[src/shared/cpr_pkg.sv]
// constants and types of the programmer register file and flag logic
package cpr_pkg;

  // ----------------------------------------------------------------
  // register bus
  // ----------------------------------------------------------------
  localparam int unsigned CPR_AW = 4;
  localparam int unsigned CPR_DW = 16;
  localparam logic [3:0] CPR_IDX_ACC_HI = 4'h0;
  localparam logic [3:0] CPR_IDX_ACC_LO = 4'h1;
  localparam logic [3:0] CPR_IDX_PAIRED = 4'h2;
  localparam logic [3:0] CPR_IDX_PTR1 = 4'h3;
  localparam logic [3:0] CPR_IDX_PTR2 = 4'h4;
  localparam logic [3:0] CPR_IDX_PSTK = 4'h5;
  localparam logic [3:0] CPR_IDX_HSTK = 4'h6;
  localparam logic [3:0] CPR_IDX_NIP = 4'h7;
  localparam logic [3:0] CPR_IDX_PAGE = 4'h8;
  localparam logic [3:0] CPR_IDX_FLAGS = 4'h9;

  // ----------------------------------------------------------------
  // flag byte layout
  // ----------------------------------------------------------------
  localparam int unsigned CPR_F_CARRY = 0;
  localparam int unsigned CPR_F_OVFL = 1;
  localparam int unsigned CPR_F_ZERO = 2;
  localparam int unsigned CPR_F_NEG = 3;
  localparam int unsigned CPR_F_IMASK = 4;
  localparam int unsigned CPR_F_HALF = 5;
  localparam int unsigned CPR_F_QMASK = 6;
  localparam int unsigned CPR_F_ENTIRE = 7;

  // ----------------------------------------------------------------
  // reset values and stacking sizes
  // ----------------------------------------------------------------
  localparam logic [7:0] CPR_RST_PAGE = 8'h00;
  localparam logic [7:0] CPR_RST_FLAGS = 8'h50;
  localparam logic [7:0] CPR_RST_BYTE = 8'h00;
  localparam logic [15:0] CPR_RST_WORD = 16'h0000;
  localparam logic [3:0] CPR_STK_FULL = 4'hc;
  localparam logic [3:0] CPR_STK_SHORT = 4'h3;

  // ----------------------------------------------------------------
  // operations and pointer selects
  // ----------------------------------------------------------------
  typedef enum logic [3:0] {
    CPR_OP_NONE = 4'h0,
    CPR_OP_ADD = 4'h1,
    CPR_OP_ADC = 4'h2,
    CPR_OP_SUB = 4'h3,
    CPR_OP_SBC = 4'h4,
    CPR_OP_AND = 4'h5,
    CPR_OP_OR = 4'h6,
    CPR_OP_EOR = 4'h7,
    CPR_OP_LD = 4'h8,
    CPR_OP_MUL = 4'h9,
    CPR_OP_DAA = 4'ha,
    CPR_OP_ADDW = 4'hb,
    CPR_OP_SUBW = 4'hc
  } cpr_op_e;

  typedef enum logic [2:0] {
    CPR_BASE_PTR1 = 3'h0,
    CPR_BASE_PTR2 = 3'h1,
    CPR_BASE_PSTK = 3'h2,
    CPR_BASE_HSTK = 3'h3,
    CPR_BASE_NIP = 3'h4
  } cpr_base_e;

endpackage

[src/core/cpr_regs.sv]
// programmer register file, flag logic and interrupt masks
// ----------------------------------------------------------------
// Functional notes
// (RULE1) direct address is page byte joined with the byte after the opcode
// (RULE2) page byte drives address bits fifteen down to eight
// (RULE3) reset clears the page register
// (RULE4) both accumulators pair into one word, high accumulator on top
// (RULE5) half carry at bit 5 records carry out of bit three on add
// (RULE6) half carry left untouched by subtracts, its value is free
// (RULE7) negative at bit 3 copies the result msb
// (RULE8) zero at bit 2 set when result is zero, else cleared
// (RULE9) overflow at bit 1 flags signed overflow
// (RULE10) carry at bit 0 records carry or borrow out of bit seven
// (RULE11) a set mask stops its request from being recognised
// (RULE12) quick mask at bit 6 set by reset, interrupt entry, soft trap
// (RULE13) normal mask at bit 4 set by reset, interrupt entry, soft trap
// (RULE14) entire flag at bit 7 tells full or short stacking
// (RULE15) return reads entire flag of pulled byte to pick restore size
// (RULE16) quick request stacks only pointer and flags
// (RULE17) product op multiplies accumulators unsigned into the pair
// (RULE18) bcd adjust uses half carry to correct the accumulator
// (RULE19) hardware stack used automatically, still writable by software
// (RULE20) stack pointers address the top entry, not the next free byte
// (RULE21) instruction pointer holds next address, usable as index base
// (RULE22) branch displacement spans the whole signed 16-bit range
// (RULE23) flags not defined by an operation keep their value
// ----------------------------------------------------------------
`timescale 1ns/1ns
module cpr_regs (
  // clock and reset
  input wire logic clk_sys,
  input wire logic rst_n,
  // register bus
  input wire logic [cpr_pkg::CPR_AW-1:0] reg_addr,
  input wire logic [cpr_pkg::CPR_DW-1:0] reg_wdata,
  input wire logic reg_wr,
  input wire logic reg_rd,
  output logic [cpr_pkg::CPR_DW-1:0] reg_rdata,
  // data operations
  input wire cpr_pkg::cpr_op_e op_code,
  input wire logic op_dst_lo,
  input wire logic [7:0] op_byte,
  input wire logic [15:0] op_word,
  // addressing
  input wire logic [7:0] dir_offset,
  output logic [15:0] dir_addr,
  input wire cpr_pkg::cpr_base_e base_sel,
  output logic [15:0] base_addr,
  // instruction pointer
  input wire logic pc_step,
  input wire logic [2:0] pc_bytes,
  input wire logic br_take,
  input wire logic [15:0] br_disp,
  // hardware stack moves
  input wire logic stk_push,
  input wire logic stk_pull,
  input wire logic [3:0] stk_bytes,
  output logic [15:0] stk_top,
  // interrupts
  input wire logic normal_req_in,
  input wire logic quick_request_in,
  output logic normal_accept,
  output logic quick_accept,
  input wire logic svc_enter,
  input wire logic svc_short,
  input wire logic soft_trap,
  input wire logic return_from_service,
  input wire logic [7:0] pulled_flags,
  output logic restore_all,
  output logic [3:0] stack_count,
  // flag view
  output logic [7:0] flags_out
);
  import cpr_pkg::*;

  // ----------------------------------------------------------------
  // state
  // ----------------------------------------------------------------
  logic [7:0] acc_hi_q, acc_hi_d;
  logic [7:0] acc_lo_q, acc_lo_d;
  logic [15:0] ptr1_q, ptr1_d;
  logic [15:0] ptr2_q, ptr2_d;
  logic [15:0] pstk_q, pstk_d;
  logic [15:0] hstk_q, hstk_d;
  logic [15:0] nip_q, nip_d;
  logic [7:0] page_q, page_d;
  logic [7:0] flags_q, flags_d;
  logic [15:0] rdata_q, rdata_d;
  logic [15:0] dir_q, dir_d;
  logic [15:0] base_q, base_d;
  logic restore_q, restore_d;
  logic [3:0] count_q, count_d;

  // ----------------------------------------------------------------
  // helpers
  // ----------------------------------------------------------------
  function automatic logic [15:0] pick_base(
    input cpr_base_e sel,
    input logic [15:0] p1,
    input logic [15:0] p2,
    input logic [15:0] ps,
    input logic [15:0] hs,
    input logic [15:0] ip
  );
    logic [15:0] r;
    r = ip;
    unique case (sel)
      CPR_BASE_PTR1: r = p1;
      CPR_BASE_PTR2: r = p2;
      CPR_BASE_PSTK: r = ps;
      CPR_BASE_HSTK: r = hs;
      CPR_BASE_NIP: r = ip;
      default: r = ip;
    endcase
    return r;
  endfunction

  // true when a bus write targets the given register index
  function automatic logic bus_hit(
    input logic wr,
    input logic [3:0] addr,
    input logic [3:0] idx
  );
    return wr && (addr == idx);
  endfunction

  // ----------------------------------------------------------------
  // datapath
  // ----------------------------------------------------------------
  logic [7:0] src8;
  logic [15:0] paired;
  logic [8:0] sum9;
  logic [4:0] low5;
  logic [7:0] res8;
  logic [16:0] sum17;
  logic [15:0] prod16;
  logic [7:0] bcd_fix;
  logic [8:0] bcd9;
  logic bcd_carry;
  logic cin;

  always_comb begin
    src8 = op_dst_lo ? acc_lo_q : acc_hi_q;
    paired = {acc_hi_q, acc_lo_q}; // RULE4
    cin = flags_q[CPR_F_CARRY];
    sum9 = 9'h000;
    low5 = 5'h00;
    res8 = 8'h00;
    sum17 = 17'h00000;
    prod16 = 16'({8'h00, acc_hi_q} * {8'h00, acc_lo_q}); // RULE17
    bcd_fix = 8'h00;
    bcd_carry = 1'b0;
    // lower digit fixed on half carry or digit above nine
    if (flags_q[CPR_F_HALF] || (acc_hi_q[3:0] > 4'h9)) begin // RULE18
      bcd_fix[3:0] = 4'h6;
    end
    if (cin || (acc_hi_q[7:4] > 4'h9) ||
        ((acc_hi_q[7:4] > 4'h8) && (acc_hi_q[3:0] > 4'h9))) begin
      bcd_fix[7:4] = 4'h6;
      bcd_carry = 1'b1;
    end
    bcd9 = {1'b0, acc_hi_q} + {1'b0, bcd_fix};
    unique case (op_code)
      CPR_OP_ADD, CPR_OP_ADC: begin
        sum9 = {1'b0, src8} + {1'b0, op_byte} +
          {8'h00, (op_code == CPR_OP_ADC) & cin};
        low5 = {1'b0, src8[3:0]} + {1'b0, op_byte[3:0]} +
          {4'h0, (op_code == CPR_OP_ADC) & cin};
        res8 = sum9[7:0];
      end
      CPR_OP_SUB, CPR_OP_SBC: begin
        sum9 = {1'b0, src8} - {1'b0, op_byte} -
          {8'h00, (op_code == CPR_OP_SBC) & cin};
        res8 = sum9[7:0];
      end
      CPR_OP_AND: res8 = src8 & op_byte;
      CPR_OP_OR: res8 = src8 | op_byte;
      CPR_OP_EOR: res8 = src8 ^ op_byte;
      CPR_OP_LD: res8 = op_byte;
      CPR_OP_DAA: res8 = bcd9[7:0];
      CPR_OP_ADDW: sum17 = {1'b0, paired} + {1'b0, op_word};
      CPR_OP_SUBW: sum17 = {1'b0, paired} - {1'b0, op_word};
      default: res8 = 8'h00;
    endcase
  end

  // ----------------------------------------------------------------
  // next state
  // ----------------------------------------------------------------
  logic [3:0] svc_count;

  always_comb begin
    acc_hi_d = acc_hi_q;
    acc_lo_d = acc_lo_q;
    ptr1_d = ptr1_q;
    ptr2_d = ptr2_q;
    pstk_d = pstk_q;
    hstk_d = hstk_q;
    nip_d = nip_q;
    page_d = page_q;
    flags_d = flags_q; // RULE23
    restore_d = restore_q;
    count_d = count_q;
    svc_count = svc_short ? CPR_STK_SHORT : CPR_STK_FULL; // RULE16

    // data operations
    unique case (op_code)
      CPR_OP_ADD, CPR_OP_ADC: begin
        flags_d[CPR_F_HALF] = low5[4]; // RULE5
        flags_d[CPR_F_CARRY] = sum9[8]; // RULE10
        flags_d[CPR_F_OVFL] = (src8[7] == op_byte[7]) &&
          (res8[7] != src8[7]); // RULE9
      end
      CPR_OP_SUB, CPR_OP_SBC: begin
        // half carry kept as is, any value is allowed here
        flags_d[CPR_F_CARRY] = sum9[8]; // RULE6 RULE10
        flags_d[CPR_F_OVFL] = (src8[7] != op_byte[7]) &&
          (res8[7] != src8[7]); // RULE9
      end
      CPR_OP_AND, CPR_OP_OR, CPR_OP_EOR, CPR_OP_LD:
        flags_d[CPR_F_OVFL] = 1'b0; // RULE9
      CPR_OP_DAA:
        flags_d[CPR_F_CARRY] = cin | bcd_carry | bcd9[8]; // RULE10
      default: ;
    endcase
    if (op_code inside {CPR_OP_ADD, CPR_OP_ADC, CPR_OP_SUB, CPR_OP_SBC,
        CPR_OP_AND, CPR_OP_OR, CPR_OP_EOR, CPR_OP_LD, CPR_OP_DAA}) begin
      flags_d[CPR_F_NEG] = res8[7]; // RULE7
      flags_d[CPR_F_ZERO] = (res8 == 8'h00); // RULE8
      if (op_dst_lo && (op_code != CPR_OP_DAA)) begin
        acc_lo_d = res8;
      end else begin
        acc_hi_d = res8;
      end
    end
    if (op_code == CPR_OP_MUL) begin
      {acc_hi_d, acc_lo_d} = prod16; // RULE17 RULE4
      flags_d[CPR_F_ZERO] = (prod16 == 16'h0000); // RULE8
      flags_d[CPR_F_CARRY] = prod16[7];
    end
    if (op_code inside {CPR_OP_ADDW, CPR_OP_SUBW}) begin
      {acc_hi_d, acc_lo_d} = sum17[15:0]; // RULE4
      flags_d[CPR_F_NEG] = sum17[15]; // RULE7
      flags_d[CPR_F_ZERO] = (sum17[15:0] == 16'h0000); // RULE8
      flags_d[CPR_F_CARRY] = sum17[16];
      flags_d[CPR_F_OVFL] = (op_code == CPR_OP_ADDW) ?
        ((paired[15] == op_word[15]) && (sum17[15] != paired[15])) :
        ((paired[15] != op_word[15]) && (sum17[15] != paired[15])); // RULE9
    end

    // instruction pointer
    if (br_take) begin
      nip_d = nip_q + br_disp; // RULE22
    end else if (pc_step) begin
      nip_d = nip_q + {13'h0000, pc_bytes}; // RULE21
    end

    // hardware stack, always pointing at the last byte pushed
    if (svc_enter) begin
      hstk_d = hstk_q - {12'h000, svc_count}; // RULE19 RULE20
      count_d = svc_count;
      flags_d[CPR_F_ENTIRE] = !svc_short; // RULE14
      flags_d[CPR_F_IMASK] = 1'b1; // RULE13
      flags_d[CPR_F_QMASK] = 1'b1; // RULE12
    end else if (return_from_service) begin
      flags_d = pulled_flags;
      restore_d = pulled_flags[CPR_F_ENTIRE]; // RULE15
      count_d = pulled_flags[CPR_F_ENTIRE] ? CPR_STK_FULL : CPR_STK_SHORT;
      hstk_d = hstk_q + {12'h000, count_d}; // RULE15 RULE20
    end else if (stk_push) begin
      hstk_d = hstk_q - {12'h000, stk_bytes}; // RULE20
    end else if (stk_pull) begin
      hstk_d = hstk_q + {12'h000, stk_bytes}; // RULE20
    end
    if (soft_trap) begin
      flags_d[CPR_F_IMASK] = 1'b1; // RULE13
      flags_d[CPR_F_QMASK] = 1'b1; // RULE12
    end

    // software loads come last so a program write always lands
    if (bus_hit(reg_wr, reg_addr, CPR_IDX_ACC_HI)) acc_hi_d = reg_wdata[7:0];
    if (bus_hit(reg_wr, reg_addr, CPR_IDX_ACC_LO)) acc_lo_d = reg_wdata[7:0];
    if (bus_hit(reg_wr, reg_addr, CPR_IDX_PAIRED)) begin
      {acc_hi_d, acc_lo_d} = reg_wdata; // RULE4
    end
    if (bus_hit(reg_wr, reg_addr, CPR_IDX_PTR1)) ptr1_d = reg_wdata;
    if (bus_hit(reg_wr, reg_addr, CPR_IDX_PTR2)) ptr2_d = reg_wdata;
    if (bus_hit(reg_wr, reg_addr, CPR_IDX_PSTK)) pstk_d = reg_wdata;
    if (bus_hit(reg_wr, reg_addr, CPR_IDX_HSTK)) hstk_d = reg_wdata; // RULE19
    if (bus_hit(reg_wr, reg_addr, CPR_IDX_NIP)) nip_d = reg_wdata;
    if (bus_hit(reg_wr, reg_addr, CPR_IDX_PAGE)) page_d = reg_wdata[7:0];
    if (bus_hit(reg_wr, reg_addr, CPR_IDX_FLAGS)) flags_d = reg_wdata[7:0];
  end

  // ----------------------------------------------------------------
  // read port and address outputs
  // ----------------------------------------------------------------
  always_comb begin
    rdata_d = 16'h0000;
    if (reg_rd) begin
      unique case (reg_addr)
        CPR_IDX_ACC_HI: rdata_d = {8'h00, acc_hi_q};
        CPR_IDX_ACC_LO: rdata_d = {8'h00, acc_lo_q};
        CPR_IDX_PAIRED: rdata_d = {acc_hi_q, acc_lo_q}; // RULE4
        CPR_IDX_PTR1: rdata_d = ptr1_q;
        CPR_IDX_PTR2: rdata_d = ptr2_q;
        CPR_IDX_PSTK: rdata_d = pstk_q;
        CPR_IDX_HSTK: rdata_d = hstk_q;
        CPR_IDX_NIP: rdata_d = nip_q;
        CPR_IDX_PAGE: rdata_d = {8'h00, page_q};
        CPR_IDX_FLAGS: rdata_d = {8'h00, flags_q};
        default: rdata_d = 16'h0000;
      endcase
    end
    dir_d = {page_q, dir_offset}; // RULE1 RULE2
    base_d = pick_base(base_sel, ptr1_q, ptr2_q, pstk_q, hstk_q,
      nip_q); // RULE21
  end

  // ----------------------------------------------------------------
  // registers
  // ----------------------------------------------------------------
  always_ff @(posedge clk_sys) begin
    if (!rst_n) begin
      acc_hi_q <= CPR_RST_BYTE;
      acc_lo_q <= CPR_RST_BYTE;
      ptr1_q <= CPR_RST_WORD;
      ptr2_q <= CPR_RST_WORD;
      pstk_q <= CPR_RST_WORD;
      hstk_q <= CPR_RST_WORD;
      nip_q <= CPR_RST_WORD;
      page_q <= CPR_RST_PAGE; // RULE3
      flags_q <= CPR_RST_FLAGS; // RULE12 RULE13
      rdata_q <= CPR_RST_WORD;
      dir_q <= CPR_RST_WORD;
      base_q <= CPR_RST_WORD;
      restore_q <= 1'b0;
      count_q <= 4'h0;
    end else begin
      acc_hi_q <= acc_hi_d;
      acc_lo_q <= acc_lo_d;
      ptr1_q <= ptr1_d;
      ptr2_q <= ptr2_d;
      pstk_q <= pstk_d;
      hstk_q <= hstk_d;
      nip_q <= nip_d;
      page_q <= page_d;
      flags_q <= flags_d;
      rdata_q <= rdata_d;
      dir_q <= dir_d;
      base_q <= base_d;
      restore_q <= restore_d;
      count_q <= count_d;
    end
  end

  // ----------------------------------------------------------------
  // outputs
  // ----------------------------------------------------------------
  // recognition is combinational so the sequencer sees it this cycle
  assign normal_accept = normal_req_in && !flags_q[CPR_F_IMASK]; // RULE11
  assign quick_accept = quick_request_in && !flags_q[CPR_F_QMASK]; // RULE11
  assign reg_rdata = rdata_q;
  assign dir_addr = dir_q;
  assign base_addr = base_q;
  assign stk_top = hstk_q;
  assign restore_all = restore_q;
  assign stack_count = count_q;
  assign flags_out = flags_q;

endmodule // cpr_regs

[config.mk]
export PLATFORM = sky130hd
export DESIGN_NAME = cpr_regs
export DESIGN_NICKNAME = d
export VERILOG_FILES = /design/src/shared/cpr_pkg.sv /design/src/core/cpr_regs.sv
export SDC_FILE = /design/constraint.sdc
export NUM_CORES = 1
export LEC_CHECK = 0
export BUFFER_PORTS_ARGS = -buffer_cell sky130_fd_sc_hd__buf_2
export CORE_MARGIN = 4
export CORE_UTILIZATION = 54
export DETAILED_ROUTE_END_ITERATION = 7
export PLACE_DENSITY = 0.78
export SYNTH_ARGS = -nofsm -noshare
export SYNTH_HDL_FRONTEND = slang
export SYNTH_SLANG_ARGS = --single-unit
[constraint.sdc]
create_clock -name clk_sys -period 4.9 [get_ports clk_sys]
set_clock_uncertainty 0.15 [all_clocks]
set_input_delay 0.245 -clock clk_sys [delete_from_list [all_inputs] [get_ports clk_sys]]
set_output_delay 0.245 -clock clk_sys [all_outputs]
set_load 0.01 [all_outputs]
==> impl_metrics.py <==
metrics = {
    "run_status": {
        "status": "finished, violations left",
        "violations": "design-rule violations, negative setup slack",
    },
    "logic_synthesis": {
        "syn_area_um2": 14600,
        "synth-seq-cells": 163,
        "yosysSeqAreaShare_pct": 22.35,
        "synth_ff_type": "dfxtp_1",
        "synth_edf_count": 0,
        "yosys_warnings": 0,
        "syn_inst": 1840,
        "syn_nets": 2107,
        "synthArstFlopShare_pct": 0,
        "syn_avg_cell_area_um2": 7.935,
        "synthDistinctLibCells": 94,
    },
    "setup_path": {
        "ff2ff_path_depth": 18,
        "critPathTopFamily": "adder cells",
        "arrival_ps": 5200,
        "rrSetupSlack_ps": -80,
        "cp_slowest_cell": "or4_1",
        "crit_buf_inv": 3,
        "worstPathRequired_ps": 5120,
        "crit_path_cell_trace": "buf_4 -> and2_4 -> fa_1 -> fa_1 -> fa_1 -> inv_1 -> fa_1 -> inv_2 -> ha_4 -> or2_4 -> a21o_1 -> a31oi_4 -> o21bai_1 -> a21oi_2 -> a21oi_2 -> xnor2_1 -> or4_1 -> a21oi_2",
        "timing.rr.start": "acc_hi_q[4]",
        "crit_path_max_incr_delay_ps": 560,
        "rr_endpoint": "flags_out[2]",
        "cp_max_fo": 4,
        "worstSetupEndpointType": "flop",
        "cp-start-kind": "flop",
        "cpMostUsedCell": "fa_1",
        "crit_path_start": "acc_hi_q[4]",
        "crit_type": "flop to flop",
    },
    "clock_network": {
        "clk_pin_slew_ps": 70,
        "cts_tree": "built",
        "cts.path.max_buffers": 2,
        "insertion_delay_ps": 440,
        "cts_num_sinks": 163,
        "cts_buffers": 17,
        "h-tree-depth": 4,
        "cts-root-buf": "clkbuf_16",
    },
    "sta": {
        "max_slew.worst_pin.slew_ps": 1181,
        "setup_tns_ps": -79.90,
        "rsz0062_at_grt": "true",
        "period_needed_ps": 4980,
        "hold_viol_final": 0,
        "min_period_over_period_pct": 101.6,
        "holdWs_ps": 19.05,
        "relSlewSlack_pct": 20.59,
        "max_freq_ghz": 0.2008,
        "slew_viol_final": 0,
        "worst_slack_ps": -79.90,
        "setup_viol": 1,
    },
    "route": {
        "drt-initial-drc-count": 1644,
        "wl_per_cell_um": 21.60,
        "drcViolationCount": 1,
        "vias": 15039,
        "wirelength_um": 51110,
        "first_pass_iters": 8,
        "vias_per_cell": 6.356,
        "antenna_left": 0,
    },
    "global_route": {
        "grt_max_degree": 85,
        "grt_overflow": 0,
        "antenna_found_initial": 2,
        "grt_usage_pct": 33.25,
        "grt_pass1_vias": 14079,
        "grt_pass1_wl_um": 77590,
    },
    "floorplanning": {
        "coreArea_um2": 26350,
        "start_util_pct": 55.40,
        "die-area_um2": 29730,
        "die_height_um": 172.4,
        "rows": 59,
        "fp.dieW_um": 172.4,
        "boundaryPins": 184,
    },
    "run": {
        "cap_violations": 0,
    },
    "placed_design": {
        "portBuffers": 183,
        "gp_congestion": 1.008,
        "place_hpwl_um": 38480,
        "dp_cells": 2316,
    },
    "final_layout": {
        "drive_above_1_share_pct": 19.26,
        "fin_cells": 2366,
        "area_delta_synth_final_pct": 16.90,
        "fin_nets": 2285,
    },
    "min_path": {
        "hold_start": "reg_wdata[13]",
        "min_path_type": "input port to flop",
        "hold_path_end": "ptr2_q[13]",
        "min_path_cells": 3,
    },
    "power": {
        "power_w": 0.005260,
        "peakVddDrop_mv": 0.2322,
        "leakagePower_nw": 7.568,
        "powerDensity_nw_per_um2": 308.2,
    },
}
==> worst min-delay path, stage by stage <==
cell and delay [ps]:
buf_2 170, nand2_1 80, a21oi_1 50
==> placed cells by master, fill, tap and decap left out, types with 11 or more instances in the layout <==
cell type,n
dfxtp_1,150
nor2b_1,33
a221oi_1,22
o211ai_1,23
nor2_1,105
a311oi_1,11
mux4_2,16
fa_1,42
o21a_1,16
xor2_1,27
nand2_1,254
ha_1,112
buf_4,77
nand2b_1,18
nor3_1,32
inv_1,92
o21ai_0,73
a21boi_0,26
o21ai_1,17
a22o_1,17
a22oi_1,28
a31oi_1,29
and2_1,77
a211oi_1,18
nand3_1,38
xnor2_1,55
mux2i_1,34
a21o_1,19
dlygate4sd3_1,14
clkbuf_16,17
a21oi_1,117
buf_2,183
==> per-stage QoR <==
stage	util (%)	setup WS (ps)	area, um^2
finish	64.76	-79.90	17070
detailed placement	60.98	-211.4	16070
global route	64.76	-204.2	17070
CTS	64.46	0.01243	16990
global placement	60.98	-146.4	16070
floorplan	-	4.468	14690
==> cell type report <==
| class | instances | area, um^2 |
|---|---|---|
| Multi-Input combinational cell | 1461 | 10740 |
| Fill cell | 2243 | 9286 |
| Sequential cell | 163 | 3294 |
| Timing Repair Buffer | 275 | 1645 |
| Tap cell | 335 | 419.2 |
| Clock inverter | 13 | 148.9 |
| Inverter | 100 | 375.4 |
| Clock buffer | 18 | 439.2 |
| Antenna cell | 1 | 2.502 |
==> layer usage <==
layer / part of all wire [%] / up-vias / global-route usage, % / wire [um]
met1: 41 / 7091 / 45.43 / 20900
met4: 3.2 / 2 / 11.55 / 1620
li1: - / 6901 / - / -
met2: 44 / 900 / 51.42 / 22730
met5: 0.025 / - / 0 / 13
met3: 11 / 145 / 8.208 / 5835
==> state kept, by name (all words and copies together), names as in the netlist, 16 cells and up <==
register	count
reg_rdata	16
dir_addr	16
stk_top	16
base_addr	16
ptr2_q	16
pstk_q	16
ptr1_q	16
nip_q	16
==> how the worst max path moves through the flow <==
stage / end / slack (ps) / cells past startpoint
CTS: acc_hi_q[6] / 0.01 / 18
global placement: flags_out[2] / -150 / 18
global route: flags_out[2] / -200 / 18
floorplan: flags_out[2] / 4 / 20
detailed placement: flags_out[2] / -210 / 17
finish: flags_out[2] / -80 / 18
==> report_power, final <==
part	switching (W)	internal (W)
Clock	0.000575	0.000769
Combinational	0.00128	0.000979
Sequential	0.000206	0.00145
Total	0.00206	0.00320
==> logic make-up (layout without fill, tap and decap cells) <==
kind of cell	count (synthesis)	after routing	share of synthesized area, %
AO/OA/AOI/OAI	510	510	23.71
XOR/XNOR	84	84	5.090
adder cells (fa/ha/maj)	162	162	16.15
buffers and inverters	216	406	5.733
flip-flops	163	163	22.35
multiplexers	56	56	5.262
other	0	1	0
AND/OR/NAND/NOR	649	649	21.71
==> what timing repair did <==
item                                    CTS  global route
hold endpoints to repair                 13             0
setup buffers                             4             1
gates resized for setup                  42            15
endpoints found under the setup margin    3             6
hold buffers                             14             0
pin swaps                                25             8
==> cell usage after synthesis (all sizes together) (17+ instances only) <==
cell | number | share of area (%)
fa | 44 | 6.0
nor2b | 33 | 1.4
nor3 | 41 | 1.6
a22oi | 28 | 1.4
nor2 | 106 | 2.8
a21boi | 28 | 1.4
a211oi | 22 | 1.2
a31oi | 30 | 1.3
a221oi | 24 | 1.5
ha | 118 | 10
xnor2 | 57 | 3.5
inv | 98 | 2.5
nand2b | 18 | 0.77
a22o | 17 | 1.0
nand2 | 255 | 6.6
nand3 | 38 | 1.3
o211ai | 23 | 1.2
buf | 23 | 0.76
and2 | 88 | 3.8
clkbuf | 93 | 2.4
o21a | 17 | 0.88
o21ai | 93 | 3.2
a21oi | 121 | 4.2
xor2 | 27 | 1.6
mux2i | 34 | 2.3
dfxtp | 163 | 22
a21o | 19 | 0.98
Power figures use the tool's default switching activity.
